$ cat src/svw_pkg.sv
package svw_pkg;

  // Clock rate of the block.
  localparam int unsigned CLK_PERIOD_NS = 10;

  // Internal oscillator tick: one enable pulse per millisecond.
  localparam int unsigned TIMEBASE_US     = 1000;
  localparam int unsigned TIMEBASE_CYCLES = TIMEBASE_US * 1000 / CLK_PERIOD_NS;

  // Width of the period counter, large enough for the longest period.
  localparam int unsigned CNT_W = 13;

  // Internal oscillator periods in milliseconds.
  localparam int unsigned WD_SLOW_MS = 1600;
  localparam int unsigned WD_FAST_MS = 100;
  localparam int unsigned RST_MS     = 200;

  // The same periods as counts of internal ticks.
  localparam logic [CNT_W-1:0] WD_SLOW_TICKS =
    CNT_W'(WD_SLOW_MS * 1000 / TIMEBASE_US);
  localparam logic [CNT_W-1:0] WD_FAST_TICKS =
    CNT_W'(WD_FAST_MS * 1000 / TIMEBASE_US);
  localparam logic [CNT_W-1:0] RST_TICKS =
    CNT_W'(RST_MS * 1000 / TIMEBASE_US);

  // Periods in cycles of an external or capacitor oscillator.
  localparam logic [CNT_W-1:0] EXT_WD_NORMAL_CLKS = 13'h0400;
  localparam logic [CNT_W-1:0] EXT_WD_FIRST_CLKS  = 13'h1000;
  localparam logic [CNT_W-1:0] EXT_RST_CLKS       = 13'h0800;

  // Grace time that the memory select path stays open after reset.
  localparam int unsigned CE_W          = 11;
  localparam int unsigned CE_HOLD_NS    = 15000;
  localparam logic [CE_W-1:0] CE_HOLD_CYCLES =
    CE_W'(CE_HOLD_NS / CLK_PERIOD_NS);

  // Supervisor sequencing states.
  typedef enum logic [1:0] {
    SVW_SUPPLY_LOW,
    SVW_RESET_PULSE,
    SVW_RUN
  } svw_state_t;

endpackage

$ cat src/svw_core_if.sv
`timescale 1ns/1ps
interface svw_core_if;
  // Synchronised pin levels and kick events.
  logic kickEvent;
  logic ceInSyncN;
  logic oscSelSync;
  logic oscInSync;
  // Period timebase.
  logic tick;
  logic periodRestart;

  modport sync (output kickEvent, ceInSyncN, oscSelSync, oscInSync);
  modport timebase (input oscSelSync, oscInSync, periodRestart,
                    output tick);
  modport core (input kickEvent, ceInSyncN, oscSelSync, oscInSync, tick,
                output periodRestart);
endinterface

$ cat src/svw_watchdog_top.sv
// Operation
// Supply low asserts resets, then holds timeout.
// Backup supply never releases reset.
// Static kick past timeout faults and resets.
// Kick edges or pulses restart watchdog.
// Floating kick disables the watchdog.
// Disabled watchdog keeps fault flag high.
// Watchdog timeout gives one reset period.
// Fault flag low until next kick edge.
// Static kick repeats reset pulses.
// Internal oscillator: 1.6 s and 200 ms.
// Timing input low: 100 ms, 1.6 s first.
// External clock: 1024, 4096, 2048 clocks.
// Capacitor oscillator scales all periods.
// Select path passes unless reset asserted.
// Close path on select high or 15 us.
// Power-up keeps select path closed.
// Closed path drives select output high.
// Power-fail flag affects nothing else.
// Supply-low flag follows supply state.
// Active-high reset inverts active-low reset.
// Status inputs are synchronous comparator outputs.
// After reset use the first period.
`timescale 1ns/1ps
module svw_watchdog_top
  import svw_pkg::*;
#(
  parameter int unsigned TimebaseCycles = TIMEBASE_CYCLES
)
(
  // Clock and reset.
  input  wire logic clock,
  input  wire logic rstn,
  // Comparator outputs on this clock.
  input  wire logic supplyLow,
  input  wire logic backupSupplyActive,
  input  wire logic kickFloating,
  input  wire logic powerFailSenseInput,
  // Pins from the processor and timing network.
  input  wire logic watchdogKickInput,
  input  wire logic ceInN,
  input  wire logic oscillatorSourceSelect,
  input  wire logic oscillatorTimingInput,
  // Reset and status outputs.
  output logic      resetN_r,
  output logic      resetHigh_r,
  output logic      watchdogFaultOutputN_r,
  output logic      supplyLowFlagN_r,
  output logic      powerFailFlagOutputN_r,
  // Memory select path.
  output logic      ceOutN_r,
  output logic      ceDriveHigh_r
);

  svw_core_if bus ();

  svw_state_t       state_r;
  svw_state_t       state_nxt;
  logic [CNT_W-1:0] periodCnt_r;
  logic [CNT_W-1:0] periodCnt_nxt;
  logic             firstPeriod_r;
  logic             firstPeriod_nxt;
  logic             faultLow_r;
  logic             faultLow_nxt;
  logic [CNT_W-1:0] wdNormal;
  logic [CNT_W-1:0] wdFirst;
  logic [CNT_W-1:0] rstLimit;
  logic [CNT_W-1:0] wdLimit;
  logic             supplyDown;
  logic             wdEnabled;
  logic             restart;
  logic             resetAssert;
  logic             gateOpen_r;
  logic             grace_r;
  logic [CE_W-1:0]  ceCnt_r;

  // Pin synchronisers and kick edge detection.
  svw_input_sync uSync (
    .clock                  (clock),
    .rstn                   (rstn),
    .watchdogKickInput      (watchdogKickInput),
    .ceInN                  (ceInN),
    .oscillatorSourceSelect (oscillatorSourceSelect),
    .oscillatorTimingInput  (oscillatorTimingInput),
    .pins                   (bus.sync)
  );

  // Period timebase from the selected oscillator.
  svw_timebase #(
    .DivCycles (TimebaseCycles)
  ) uTimebase (
    .clock (clock),
    .rstn  (rstn),
    .tb    (bus.timebase)
  );

  // Period selection from the oscillator select and timing input.
  always_comb begin
    if (!bus.oscSelSync) begin
      // external clock counts
      wdNormal = EXT_WD_NORMAL_CLKS;
      wdFirst  = EXT_WD_FIRST_CLKS;
      rstLimit = EXT_RST_CLKS;
    end else if (!bus.oscInSync) begin
      // fast watchdog mode
      wdNormal = WD_FAST_TICKS;
      wdFirst  = WD_SLOW_TICKS;
      rstLimit = RST_TICKS;
    end else begin
      // internal default periods
      wdNormal = WD_SLOW_TICKS;
      wdFirst  = WD_SLOW_TICKS;
      rstLimit = RST_TICKS;
    end
  end

  // first period after reset
  assign wdLimit = firstPeriod_r ? wdFirst : wdNormal;

  // synchronous comparator inputs
  // backup forces supply-low handling
  assign supplyDown = supplyLow | backupSupplyActive;

  // floating kick disables
  assign wdEnabled = ~kickFloating;

  // Sequencer: supply, reset pulse and watchdog supervision.
  always_comb begin
    state_nxt       = state_r;
    periodCnt_nxt   = periodCnt_r;
    firstPeriod_nxt = firstPeriod_r;
    faultLow_nxt    = faultLow_r;
    restart         = 1'b0;
    // fault clears on kick
    if (bus.kickEvent) begin
      faultLow_nxt = 1'b0;
    end
    case (state_r)
      SVW_SUPPLY_LOW: begin
        periodCnt_nxt = '0;
        restart       = 1'b1;
        // start power-up timeout
        if (!supplyDown) begin
          state_nxt = SVW_RESET_PULSE;
        end
      end
      SVW_RESET_PULSE: begin
        if (bus.tick) begin
          periodCnt_nxt = periodCnt_r + 13'h0001;
          // one reset period
          if (periodCnt_r == rstLimit - 13'h0001) begin
            state_nxt       = SVW_RUN;
            periodCnt_nxt   = '0;
            firstPeriod_nxt = 1'b1;
            restart         = 1'b1;
          end
        end
      end
      SVW_RUN: begin
        if (!wdEnabled) begin
          periodCnt_nxt = '0;
          restart       = 1'b1;
        end else if (bus.kickEvent) begin
          // kick restarts timer
          periodCnt_nxt   = '0;
          firstPeriod_nxt = 1'b0;
          restart         = 1'b1;
        end else if (bus.tick) begin
          periodCnt_nxt = periodCnt_r + 13'h0001;
          // timeout faults and resets
          // repeats while kick static
          if (periodCnt_r == wdLimit - 13'h0001) begin
            state_nxt     = SVW_RESET_PULSE;
            periodCnt_nxt = '0;
            faultLow_nxt  = 1'b1;
            restart       = 1'b1;
          end
        end
      end
      default: begin
        state_nxt = SVW_SUPPLY_LOW;
      end
    endcase
    // supply drop overrides all
    if (supplyDown) begin
      state_nxt     = SVW_SUPPLY_LOW;
      periodCnt_nxt = '0;
    end
    // disabled watchdog clears fault
    if (supplyDown || !wdEnabled) begin
      faultLow_nxt = 1'b0;
    end
  end

  assign bus.periodRestart = restart;

  // Sequencer state registers.
  always_ff @(posedge clock) begin
    if (!rstn) begin
      state_r       <= SVW_SUPPLY_LOW;
      periodCnt_r   <= '0;
      firstPeriod_r <= 1'b1;
      faultLow_r    <= 1'b0;
    end else begin
      state_r       <= state_nxt;
      periodCnt_r   <= periodCnt_nxt;
      firstPeriod_r <= firstPeriod_nxt;
      faultLow_r    <= faultLow_nxt;
    end
  end

  assign resetAssert = (state_r != SVW_RUN);

  // Reset outputs, both taken from the same condition.
  always_ff @(posedge clock) begin
    if (!rstn) begin
      resetN_r    <= 1'b0;
      resetHigh_r <= 1'b1;
    end else begin
      // outputs are exact inverses
      resetN_r    <= ~resetAssert;
      resetHigh_r <= resetAssert;
    end
  end

  // Watchdog fault output, low while a fault is latched.
  always_ff @(posedge clock) begin
    if (!rstn) begin
      watchdogFaultOutputN_r <= 1'b1;
    end else begin
      // fault held until kick
      watchdogFaultOutputN_r <= ~faultLow_r;
    end
  end

  // Supply and power-fail status flags.
  always_ff @(posedge clock) begin
    if (!rstn) begin
      supplyLowFlagN_r       <= 1'b1;
      powerFailFlagOutputN_r <= 1'b1;
    end else begin
      // supply flag follows supply
      supplyLowFlagN_r       <= ~supplyLow;
      // independent power-fail flag
      powerFailFlagOutputN_r <= powerFailSenseInput;
    end
  end

  // Select path gating with a short grace window at reset assertion.
  always_ff @(posedge clock) begin
    if (!rstn) begin
      gateOpen_r <= 1'b0;
      grace_r    <= 1'b0;
      ceCnt_r    <= '0;
    end else if (!resetAssert) begin
      // open during normal operation
      gateOpen_r <= 1'b1;
      grace_r    <= 1'b0;
      ceCnt_r    <= '0;
    end else if (gateOpen_r && !grace_r) begin
      // close at once if select inactive
      if (bus.ceInSyncN) begin
        gateOpen_r <= 1'b0;
      end else begin
        grace_r <= 1'b1;
        ceCnt_r <= '0;
      end
    end else if (grace_r) begin
      ceCnt_r <= ceCnt_r + 11'h001;
      // close on high or timeout
      if (bus.ceInSyncN || ceCnt_r == CE_HOLD_CYCLES - 11'h001) begin
        gateOpen_r <= 1'b0;
        grace_r    <= 1'b0;
      end
    end
  end

  // Select output: passes the input when open, held high when closed.
  always_ff @(posedge clock) begin
    if (!rstn) begin
      ceOutN_r      <= 1'b1;
      ceDriveHigh_r <= 1'b1;
    end else begin
      // closed through power-up
      // drive high while closed
      ceOutN_r      <= gateOpen_r ? bus.ceInSyncN : 1'b1;
      ceDriveHigh_r <= ~gateOpen_r;
    end
  end

endmodule // svw_watchdog_top

$ cat src/svw_input_sync.sv
`timescale 1ns/1ps
module svw_input_sync
  import svw_pkg::*;
(
  // Clock and reset.
  input  wire logic clock,
  input  wire logic rstn,
  // Raw pins.
  input  wire logic watchdogKickInput,
  input  wire logic ceInN,
  input  wire logic oscillatorSourceSelect,
  input  wire logic oscillatorTimingInput,
  // Synchronised view.
  svw_core_if.sync  pins
);

  localparam int unsigned NPIN = 4;

  logic [NPIN-1:0] raw;
  logic [NPIN-1:0] meta_r;
  logic [NPIN-1:0] sync_r;
  logic            kickLast_r;

  assign raw = {oscillatorTimingInput, oscillatorSourceSelect,
                ceInN, watchdogKickInput};

  // Two flip-flops per pin; the first stage feeds only the second.
  genvar g;
  generate
    for (g = 0; g < NPIN; g++) begin : gSync
      always_ff @(posedge clock) begin
        if (!rstn) begin
          meta_r[g] <= 1'b0;
          sync_r[g] <= 1'b0;
        end else begin
          meta_r[g] <= raw[g];
          sync_r[g] <= meta_r[g];
        end
      end
    end
  endgenerate

  // Remember the settled kick level for edge detection.
  always_ff @(posedge clock) begin
    if (!rstn) begin
      kickLast_r <= 1'b0;
    end else begin
      kickLast_r <= sync_r[0];
    end
  end

  // kick edge detect
  assign pins.kickEvent  = sync_r[0] ^ kickLast_r;
  assign pins.ceInSyncN  = sync_r[1];
  assign pins.oscSelSync = sync_r[2];
  assign pins.oscInSync  = sync_r[3];

endmodule // svw_input_sync

$ cat src/svw_timebase.sv
`timescale 1ns/1ps
module svw_timebase
  import svw_pkg::*;
#(
  parameter int unsigned DivCycles = TIMEBASE_CYCLES
)
(
  // Clock and reset.
  input  wire logic    clock,
  input  wire logic    rstn,
  // Tick source.
  svw_core_if.timebase tb
);

  localparam int unsigned DIV_W = $clog2(DivCycles + 1);

  logic [DIV_W-1:0] div_r;
  logic             oscLast_r;
  logic             intTick;

  assign intTick = (div_r == DIV_W'(DivCycles - 1));

  // Internal divider, restarted so each period begins on a whole tick.
  always_ff @(posedge clock) begin
    if (!rstn || tb.periodRestart || intTick) begin
      div_r <= '0;
    end else begin
      div_r <= div_r + DIV_W'(1);
    end
  end

  // Previous oscillator input level for rising edge detection.
  always_ff @(posedge clock) begin
    if (!rstn) begin
      oscLast_r <= 1'b0;
    end else begin
      oscLast_r <= tb.oscInSync;
    end
  end

  // external clock ticks
  // capacitor oscillator ticks
  assign tb.tick = tb.oscSelSync ? intTick : (tb.oscInSync & ~oscLast_r);

endmodule // svw_timebase

$ cat config.mk
export PLATFORM = sky130hd
export DESIGN_NAME = svw_watchdog_top
export DESIGN_NICKNAME = d
export VERILOG_FILES = /design/src/svw_pkg.sv /design/src/svw_core_if.sv /design/src/svw_watchdog_top.sv /design/src/svw_input_sync.sv /design/src/svw_timebase.sv
export SDC_FILE = /design/constraint.sdc
export NUM_CORES = 1
export LEC_CHECK = 0
export BUFFER_PORTS_ARGS = -buffer_cell sky130_fd_sc_hd__buf_2
export CORE_MARGIN = 3
export CORE_UTILIZATION = 25
export CTS_CLUSTER_DIAMETER = 120
export DETAILED_ROUTE_END_ITERATION = 10
export PLACE_DENSITY = 0.38
export SYNTH_ARGS = -nofsm -noshare
export SYNTH_HDL_FRONTEND = slang
export SYNTH_SLANG_ARGS = --single-unit
$ cat constraint.sdc
create_clock -name clock -period 6.6 [get_ports clock]
set_clock_uncertainty 0.05 [all_clocks]
set_input_delay 0.33 -clock clock [delete_from_list [all_inputs] [get_ports clock]]
set_output_delay 0.33 -clock clock [all_outputs]
set_load 0.01 [all_outputs]
### Word level (Yosys, flattened, before mapping)

Index checks and enable logic that the tools add are counted.

| word-level totals | value |
|---|---|
| register bits | 64 |
| output and inout bits | 7 |
| logic and storage cells | 128 |

| operators by class | value |
|---|---|
| $add $sub $neg | 5 |
| equality and inequality tests | 19 |
| mux-type cells | 50 |
| bitwise operators | 9 |
| reductions and logical operators | 20 |

Operator list:

| operator | count |
|---|---|
| 13-bit two-way mux | 9 |
| 11-bit two-way mux | 4 |
| 13-bit one-hot mux with 3 select lines | 1 |
| 13-bit equality test | 2 |
| 1-bit two-way mux | 26 |
| 13-bit by 1-bit subtractor with 13-bit output (second input constant) | 2 |
| 2-bit inequality test (second input constant) | 9 |
| 17-bit by 1-bit adder with 17-bit output (second input constant) | 1 |
| 17-bit equality test (second input constant) | 1 |
| 13-bit by 1-bit adder with 13-bit output (second input constant) | 1 |
| 12-bit two-way mux | 1 |
| 2-bit two-way mux | 6 |
| 11-bit by 1-bit adder with 11-bit output (second input constant) | 1 |
| 11-bit equality test (second input constant) | 1 |
| 3-bit by 1-bit inequality test with 1-bit output (second input constant) | 2 |
| 1-bit inverter | 6 |
| 2-bit one-hot mux with 3 select lines | 1 |
| 2-bit AND reduction | 3 |
| 3-bit AND reduction | 2 |
| 6-bit AND reduction | 1 |
| 5-bit AND reduction | 1 |
| 1-bit logical OR | 4 |
| 4-bit inequality test (second input constant) | 1 |
| 2-bit nonzero test | 2 |
| 13 further kinds | 15 |

### Longest topological paths before layout

Gate-level depths: netlist (run 1).

| depth | value |
|---|---|
| word-level depth | 12 |
| gate-level depth with buffers | 10 |
| depth with buffers taken out | 8 |

### Modules after synthesis

From an unflattened synthesis (run 1), not the netlist that was laid out.

| second synthesis, totals | value |
|---|---|
| cells, all modules | 369 |
| area total of the unflattened synthesis | 3,165.5 um^2 |

By module, submodules not included:

| module | times used | cells each | area an instance (um^2) | seq. area each (um^2) |
|---|---|---|---|---|
| svw_watchdog_top | 1 | 259 | 2,098.3 | 740.7 |
| svw_timebase | 1 | 91 | 822.0 | 360.3 |
| svw_input_sync | 1 | 19 | 245.2 | 180.2 |

### Worst setup path before layout (run 1)

OpenSTA, ideal clock, no wires.

| timing path | value |
|---|---|
| kind | register to register |
| start point | register firstPeriod_r |
| end point | register state_r[0] |
| setup time | 0.073 ns |
| arrival | 2.395 ns |
| required time | 6.477 ns |
| slack | 4.082 ns |
| stages on the path, launching flop included | 9 |
| buffers on the path | 0 |
| cells stage by stage | dfxtp_1 -> or3b_4 -> ha_1 -> xnor2_1 -> or3_4 -> a2111oi_4 -> a31oi_1 -> or3_1 -> a21oi_1 |

| on the way | value |
|---|---|
| word-level cells in the longest chain between the ends | 5 |

Ends and longest elaborated chain:

| element | line | RTL |
|---|---|---|
| start: declaration | svw_watchdog_top.sv:61 | `logic firstPeriod_r;` |
| start signal: assignment | svw_watchdog_top.sv:207 | `firstPeriod_r <= firstPeriod_nxt;` |
| 13-bit two-way mux | svw_watchdog_top.sv:118 | `assign wdLimit = firstPeriod_r ? wdFirst : wdNormal;` |
| 13-bit by 1-bit subtractor with 13-bit output | svw_watchdog_top.sv:172 | `if (periodCnt_r == wdLimit - 13'h0001) begin` |
| 13-bit equality test | svw_watchdog_top.sv:172 |  |
| 2-bit inequality test (no source line) | n/a |  |
| 6-bit AND reduction (no source line) | n/a |  |
| end signal: assignment | svw_watchdog_top.sv:205 | `state_r <= state_nxt;` |
| end: declaration | svw_watchdog_top.sv:57 | `svw_state_t state_r;` |

No other way between the ends.
A chain may end at the register's enable or synchronous reset.

### Final worst setup path (run 1)

| timing path | value |
|---|---|
| start point | register uSync.sync_r[2] (netlist: uSync.pins.oscSelSync) |
| end point | register uTimebase.div_r[13] |

| on the way | value |
|---|---|
| word-level cells in the longest chain between the ends | 11 |
| elaborated cells on any way between the ends | 18 |
| those cells by class | add/sub: 2; eq/ne: 2; mux: 12; reduce/logical: 2 |

Ends and longest elaborated chain:

| element | line | RTL |
|---|---|---|
| start: declaration | svw_input_sync.sv:21 | `logic [NPIN-1:0] sync_r;` |
| start signal: indexed assignment | svw_input_sync.sv:37 | `sync_r[g] <= meta_r[g];` |
| 13-bit two-way mux | svw_watchdog_top.sv:99 | `if (!bus.oscSelSync) begin` |
| 13-bit two-way mux | svw_watchdog_top.sv:118 |  |
| 13-bit by 1-bit subtractor with 13-bit output | svw_watchdog_top.sv:172 |  |
| 13-bit equality test | svw_watchdog_top.sv:172 |  |
| 1-bit two-way mux | svw_watchdog_top.sv:172 |  |
| 1-bit two-way mux | svw_watchdog_top.sv:168 | `end else if (bus.tick) begin` |
| 1-bit two-way mux | svw_watchdog_top.sv:163 | `end else if (bus.kickEvent) begin` |
| 1-bit two-way mux | svw_watchdog_top.sv:160 | `if (!wdEnabled) begin` |
| 1-bit one-hot mux with 3 select lines * | svw_watchdog_top.sv:138 | `case (state_r)` |
| 1-bit logical OR * (2 in series) | svw_timebase.sv:25 | `if (!rstn \|\| tb.periodRestart \|\| intTick) begin` |
| end signal: assignment | svw_timebase.sv:28 | `div_r <= div_r + DIV_W'(1);` |
| end: declaration | svw_timebase.sv:17 | `logic [DIV_W-1:0] div_r;` |

Mark *: on every way between the ends. The rest lies on a longest branch, timed or not.

==> results of run 1 <==
-- layout by cell type (no fill, tap or decap), types with 7 or more instances in the layout --
master                      Yosys  final
sky130_fd_sc_hd__dfxtp_1       64     64
sky130_fd_sc_hd__nor2_1        47     47
sky130_fd_sc_hd__nand2_1       33     33
sky130_fd_sc_hd__nand3_1       22     22
sky130_fd_sc_hd__buf_2          3     16
sky130_fd_sc_hd__xor2_1        14     14
sky130_fd_sc_hd__and2_1        14     14
sky130_fd_sc_hd__xnor2_1       11     11
sky130_fd_sc_hd__a21oi_1       11     11
sky130_fd_sc_hd__nor3_1        11     11
sky130_fd_sc_hd__inv_1         10     10
sky130_fd_sc_hd__and3_1        10     10
sky130_fd_sc_hd__clkbuf_16      0      9
sky130_fd_sc_hd__nand4_1        8      8
sky130_fd_sc_hd__ha_1           8      8
sky130_fd_sc_hd__a221o_1        7      7
-- cell families after synthesis --
| logic type | after synthesis | synth area share |
|---|---|---|
| buffers and inverters | 26 | 0.0382 |
| muxes | 5 | 0.0206 |
| and+or+nand+nor | 187 | 0.313 |
| DFF | 64 | 0.399 |
| adders and majority gates | 8 | 0.0312 |
| xor gates and xnor gates | 25 | 0.0682 |
| AOI/OAI and AO/OA | 51 | 0.130 |
-- stage by stage --
stage | power, uW | cells | instance area, sq um
finish | 909 | 550 | 3720
global route | 945 | 550 | 3720
CTS | 927 | 550 | 3720
detailed placement | 430 | 534 | 3420
global placement | 430 | 534 | 3420
floorplan | 420 | 366 | 3210
-- cell type report --
| class | count | share of cell area |
|---|---|---|
| multi-input combinational | 276 | 0.485 |
| inverter | 10 | 0.0101 |
| clock inverter | 5 | 0.0148 |
| clock buffer | 11 | 0.0679 |
| sequential | 64 | 0.344 |
| timing repair buffer | 16 | 0.0215 |
| tap | 168 | 0.0564 |
-- how the worst max path moves through the flow --
stage / to / slack, ps / depth (start not counted)
finish: uTimebase.div_r[13] / 3510 / 8
global route: uTimebase.div_r[4] / 3170 / 8
CTS: uTimebase.div_r[13] / 3450 / 8
detailed placement: uTimebase.div_r[13] / 3480 / 8
global placement: uTimebase.div_r[2] / 3550 / 8
floorplan: state_r[0] / 4080 / 8
-- layer usage --
layer	routed length, um	vias to the layer above	track usage	share of wire
met4	86	0	0.0429	0.012
met5	0	-	0	0
met2	3190	24	0.167	0.44
met1	3750	1196	0.144	0.52
li1	-	1332	-	-
met3	193	7	0.0328	0.027
-- worst register-to-register path, cell delays in order, from the launching register on --
cell and delay, ps:
sky130_fd_sc_hd__dfxtp_1 610, sky130_fd_sc_hd__or3b_4 470, sky130_fd_sc_hd__ha_1 200, sky130_fd_sc_hd__xnor2_1 140
sky130_fd_sc_hd__or3_4 400, sky130_fd_sc_hd__a2111oi_4 380, sky130_fd_sc_hd__o31ai_1 160, sky130_fd_sc_hd__nor2_1 450
sky130_fd_sc_hd__nor2_1 100
-- state kept, by name, summed over array words and instances, names as in the netlist, 2 cells and up --
register and flops:
uSync.meta_r 4, uTimebase.div_r 17, state_r 2, ceCnt_r 11
periodCnt_r 13
-- power by group --
part / leakage [uW] / total (uW) / switching [uW] / internal, uW
clock network: 0.000148 / 488 / 176 / 311
logic: 0.000671 / 26.7 / 16.9 / 9.79
registers: 0.000518 / 394 / 3.44 / 391
==> metrics.sh, run 1 <==
SYNTH_TOP_CELL_AREA_SHARE=0.399
CELLS_TAKING_THE_MOST_AREA_AFTER_SYNTHESIS='sky130_fd_sc_hd__dfxtp_1, sky130_fd_sc_hd__nor2_1, sky130_fd_sc_hd__nand2_1, sky130_fd_sc_hd__xor2_1, sky130_fd_sc_hd__nand3_1'
SYNTHESIS.AREA_PER_INSTANCE_SQ_UM=8.78
WORST_SETUP_PATH_START_KIND='flip-flop'
MAPPEDNETLISTAREA_SQ_UM=3210
FINAL_NET_COUNT=395
DETAIL_ROUTE.VIAS_PER_CELL=4.65
FINAL_UTIL=0.304
RUN_STATUS='finished clean'
MIN-DELAY-START='supplyLow'
SLEW-LIMIT-HEADROOM=0.636
AREA_GROWTH_PCT=16.0
DRT-PASS1-ITER-COUNT=4
CLOCK_SINK_COUNT=64
SYNTHMOSTINSTANTIATEDCELL='sky130_fd_sc_hd__dfxtp_1'
FLOORPLAN.IO_PINS=17
WORSTHOLDPATHTYPE='in2reg'
POST_SYNTH_INST_COUNT=366
FINAL_MIN_PERIOD_OVER_CLOCK_PERIOD=0.468
CTS_HOLD_BUF=0
ANT_NETS=0
SYNTHARSTFLOPSHARE=0
WORST-SLEW-PIN-TRANSITION_PS=545
CRITICALPATHCATEGORY='reg2reg'
IR_WORST_VDD_mV=0.107
N_ANTENNA_CELL=0
CRITPATHARRIVALTIME_PS=3240
YOSYS.AREA.TOP_TYPE='sky130_fd_sc_hd__dfxtp_1'
SYNTH_CELL_TYPES=58
CORE-AREA_SQ_UM=12300
GRT_SETUP_UNREPAIRED='no'
CRIT_FANOUT=13
SETUP-VIOLATIONS-FINAL=0
REQUIRED_PS=6750
N_FILL_CELL=1316
H-TREE-DEPTH=3
SEQ_AREA_SQ_UM=1280
INITIAL_UTILIZATION=0.262
R2R_SETUP_SLACK_PS=3510
MULTI_INPUT_COMB_AREA_SQ_UM=1810
CLKLATENCYLATEPIN_PS=330
SYNTH_FP_NETS=384
FF2FF_PATH_DEPTH=8
TIMING.CRITICAL_PATH.FROM='uSync.pins.oscSelSync'
HOLD_VIOLATIONS=0
SETUP-TNS-FINAL_PS=0
ROUTABILITYCONGESTION=0.740
HOLD_DEPTH=2
TOTALWIRELENGTH_MM=7.21
FMAXACHIEVABLE_MHz=324
DR_TOTAL_VIAS=2559
YS.FLOP_TYPE='sky130_fd_sc_hd__dfxtp_1'
POST_ROUTE_CELLS_DRIVE_ABOVE_1_SHARE=0.128
FLOORPLAN.ROWS=40
COUNT_OF_MAX_CAP_CONSTRAINT_VIOLATIONS=0
PORTBUFFERS=16
POSTCTSSETUPBUFFERS=0
PERIOD_NEEDED_PS=3090
CLOCK_TREE.ROOT_CELL='sky130_fd_sc_hd__clkbuf_16'
CP_CELL_SEQUENCE='or3b_4, ha_1, xnor2_1, or3_4, a2111oi_4, o31ai_1, nor2_1, nor2_1'
SEQ_AREA_FRAC_SYNTH=0.399
TRITONCTS='yes'
TIMING.CRITICAL_PATH.MODE_CELL='sky130_fd_sc_hd__nor2_1'
HPWLAFTERDP_MM=4.87
DIEHEIGHT_UM=119
REPORT.FINAL.SLEW_VIOL_COUNT=0
DETAIL_ROUTE.ITER0.VIOLATIONS=192
HOLDPATHEND='supplyLowFlagN_r'
GRTUSAGETOTAL=0.109
CRIT-REG2REG-LAUNCH='uSync.pins.oscSelSync'
SYNTH_TOP_CELLS_BY_COUNT='sky130_fd_sc_hd__dfxtp_1, sky130_fd_sc_hd__nor2_1, sky130_fd_sc_hd__nand2_1'
TOTAL_POWER_DIVIDED_BY_CELL_AREA_nW_PER_UM2=244
FLOORPLAN.DIE.WIDTH_UM=119
POWER.LEAKAGE_uW=0.00134
CLK_PATH_BUF_DEPTH=2
HOLD_WS_PS=124
ROUTEDWLPERCELL_UM=13.1
CRIT_BUF_INV=0
DESIGN.DIE.AREA_SQ_UM=14200
CRITPATHTOPFAMILY='simple AND/OR/NAND/NOR gates'
GRT_START_MAX_NET_PINS=24
NUMCTSBUFFERS=9
WORSTSETUPENDPOINTTYPE='flip-flop'
SYNTH_WARNINGS=0
SYNTH-EDFF-COUNT=0
FIRST_PASS_GRT_WIRE_LENGTH_MM=12.6
DPL_WORST_SLACK_PS=3480
FIRST_GLOBAL_VIAS=2532
FINAL.SETUP.WORST_SLACK_PS=3510
CTS.REPORTEDPATHS.CLKPINSLEW_PS=60
CTS_REPAIR_RESIZE_COUNT=0
WORSTREG2REGEND='uTimebase.div_r[13]'
CPMAXSTAGEDELAYCELL='sky130_fd_sc_hd__dfxtp_1'
POST_SYNTHESIS_REGISTER_BIT_COUNT=64
ANTENNA_FOUND_INITIAL=0
DRC=0
CRIT_PATH_MAX_INCR_DELAY_PS=610
GRT_OVERFLOW_TOTAL=0
Note: power is estimated with default switching activity, not from simulation.
==> inputs of run 2 (changes only) <==
- PLACE_DENSITY: 0.38 -> 0.4
- clock period: 6.6 -> 2.65 ns (I/O delays scaled with it)
==> run 2 against run 1 <==
Compared with the run above: via count increased by 2.0%; power increased to 2.5 times the previous value; global-route usage increased by 0.21 points; register-to-register slack got worse by 3500 ps; fmax increased by 19%; flip-flop and latch count unchanged; first-iteration DRC count decreased by 14%; largest cell class unchanged; largest power group unchanged; highest routed layer unchanged.
==> metrics.sh, run 2 (synthesis results as in run 1) <==
DETAIL_ROUTE.VIAS_PER_CELL=4.57
SLEW-LIMIT-HEADROOM=0.676
CRITPATHARRIVALTIME_PS=2800
AREA_GROWTH_PCT=23.1
CTS.REPORTEDPATHS.CLKPINSLEW_PS=60
DIEHEIGHT_UM=119
FIRST_GLOBAL_VIAS=2601
IR_WORST_VDD_mV=0.252
ANTENNA_FOUND_INITIAL=0
DR_TOTAL_VIAS=2611
ROUTABILITYCONGESTION=0.763
HPWLAFTERDP_MM=4.94
HOLD_VIOLATIONS=0
POWER.LEAKAGE_uW=0.00145
SETUP-VIOLATIONS-FINAL=0
FF2FF_PATH_DEPTH=8
FMAXACHIEVABLE_MHz=386
TOTAL_POWER_DIVIDED_BY_CELL_AREA_nW_PER_UM2=576
DRT-PASS1-ITER-COUNT=4
FLOORPLAN.IO_PINS=17
N_ANTENNA_CELL=0
H-TREE-DEPTH=3
DETAIL_ROUTE.ITER0.VIOLATIONS=165
CRITICALPATHCATEGORY='reg2reg'
REGISTER_CONTAINING_THE_MOST_FLIP_FLOPS_IN_THE_FINAL_LAYOUT='uTimebase.div_r'
REQUIRED_PS=2860
WORSTSETUPENDPOINTTYPE='flip-flop'
DESIGN.DIE.AREA_SQ_UM=14200
TRITONCTS='yes'
CLKLATENCYLATEPIN_PS=330
N_FILL_CELL=1282
GRT_OVERFLOW_TOTAL=0
LARGESTREGISTERS='uTimebase.div_r: 17 flops, periodCnt_r: 13 flops, ceCnt_r: 11 flops'
PLACEDINSTANCEAREA_SQ_UM=3510
TOTALWIRELENGTH_MM=7.22
FINALPOWER_uW=2280
PERIOD_NEEDED_PS=2590
COUNT_OF_MAX_CAP_CONSTRAINT_VIOLATIONS=0
GRT_START_MAX_NET_PINS=24
REPORT.FINAL.SLEW_VIOL_COUNT=0
ANT_NETS=0
FINISH.INSTANCE_AREA_SQ_UM=3960
FINAL_NET_COUNT=416
FINAL_COMMON_CELL='sky130_fd_sc_hd__dfxtp_1'
CORE-AREA_SQ_UM=12300
WORSTHOLDPATHTYPE='in2reg'
GRT_SETUP_UNREPAIRED='yes'
NUMCTSBUFFERS=9
LAYOUT.CELLS.MOST_COMMON_LIST='sky130_fd_sc_hd__dfxtp_1, sky130_fd_sc_hd__nor2_1, sky130_fd_sc_hd__nand2_1, sky130_fd_sc_hd__nand3_1, sky130_fd_sc_hd__buf_2'
FLOORPLAN.ROWS=40
HOLD_DEPTH=2
CLOCK_SINK_COUNT=64
RUN_STATUS='finished clean'
WORST_SETUP_PATH_START_KIND='flip-flop'
SETUP-TNS-FINAL_PS=0
FIRST_PASS_GRT_WIRE_LENGTH_MM=12.9
LARGEST_REGISTER_FF_COUNT=17
GRTUSAGETOTAL=0.111
WORST-SLEW-PIN-TRANSITION_PS=483
INITIAL_UTILIZATION=0.262
CLK_PATH_BUF_DEPTH=2
PORTBUFFERS=16
CRIT_FANOUT=3
ROUTEDWLPERCELL_UM=12.6
FINAL_MIN_PERIOD_OVER_CLOCK_PERIOD=0.978
FINAL_UTIL=0.323
POST_ROUTE_CELLS_DRIVE_ABOVE_1_SHARE=0.171
DRC=0
CLOCK_TREE.ROOT_CELL='sky130_fd_sc_hd__clkbuf_16'
FLOORPLAN.DIE.WIDTH_UM=119
run 2: cell type report:
| class | instances | area, sq um | share of cell area |
|---|---|---|---|
| clock buffers | 11 | 253 | 0.0639 |
| inverters | 10 | 37.5 | 0.00949 |
| repair buffers | 37 | 268 | 0.0677 |
| well taps | 168 | 210 | 0.0531 |
| clock inverters | 5 | 55.1 | 0.0139 |
| flip-flops and latches | 64 | 1280 | 0.325 |
| multi-input cells | 276 | 1850 | 0.467 |
run 2: worst paths after layout:
check | startpoint | end | slack (ps)
hold / removal | rstn | supplyLowFlagN_r | 90
setup reg to reg | firstPeriod_r | state_r[0] | 60
setup / recovery | firstPeriod_r | state_r[0] | 60
hold reg to reg | faultLow_r | watchdogFaultOutputN_r | 360
run 2: worst max-delay path, cell delays in order, from the launching register on:
cell                        delay (ps)
sky130_fd_sc_hd__dfxtp_2           310
sky130_fd_sc_hd__or3b_4            410
sky130_fd_sc_hd__ha_4              170
sky130_fd_sc_hd__xnor2_2           130
sky130_fd_sc_hd__or3_4             360
sky130_fd_sc_hd__a2111oi_4         470
sky130_fd_sc_hd__a31oi_2           150
sky130_fd_sc_hd__or3_1             350
sky130_fd_sc_hd__a21oi_1           120
run 2: layer usage:
layer  track usage  vias to the layer above  part of all wire
li1              -                     1365                 -
met1         0.143                     1215              0.50
met2         0.174                       24              0.46
met3        0.0370                        7             0.029
met4        0.0394                        0             0.010
met5             0                        -                 0
run 2: metrics by stage:
stage	hold slack (ps)	cells	setup slack, ps
after floorplan	152	366	132
after global placement	267	545	89.7
after detailed placement	267	545	44.8
after CTS	88.2	568	24.8
after global routing	101	571	-43.0
final	91.8	571	57.4
run 2: repair_timing:
item | CTS | global route
hold buffers | 7 | 0
endpoints found under the setup margin | 0 | 27
buffers inserted | 0 | 3
endpoints found under the hold margin | 7 | 0
gates resized for setup | 0 | 9
run 2: power breakdown:
group,switching (uW),internal (uW)
sequential,5.15,974
combinational,48.7,41.7
clock,433,775
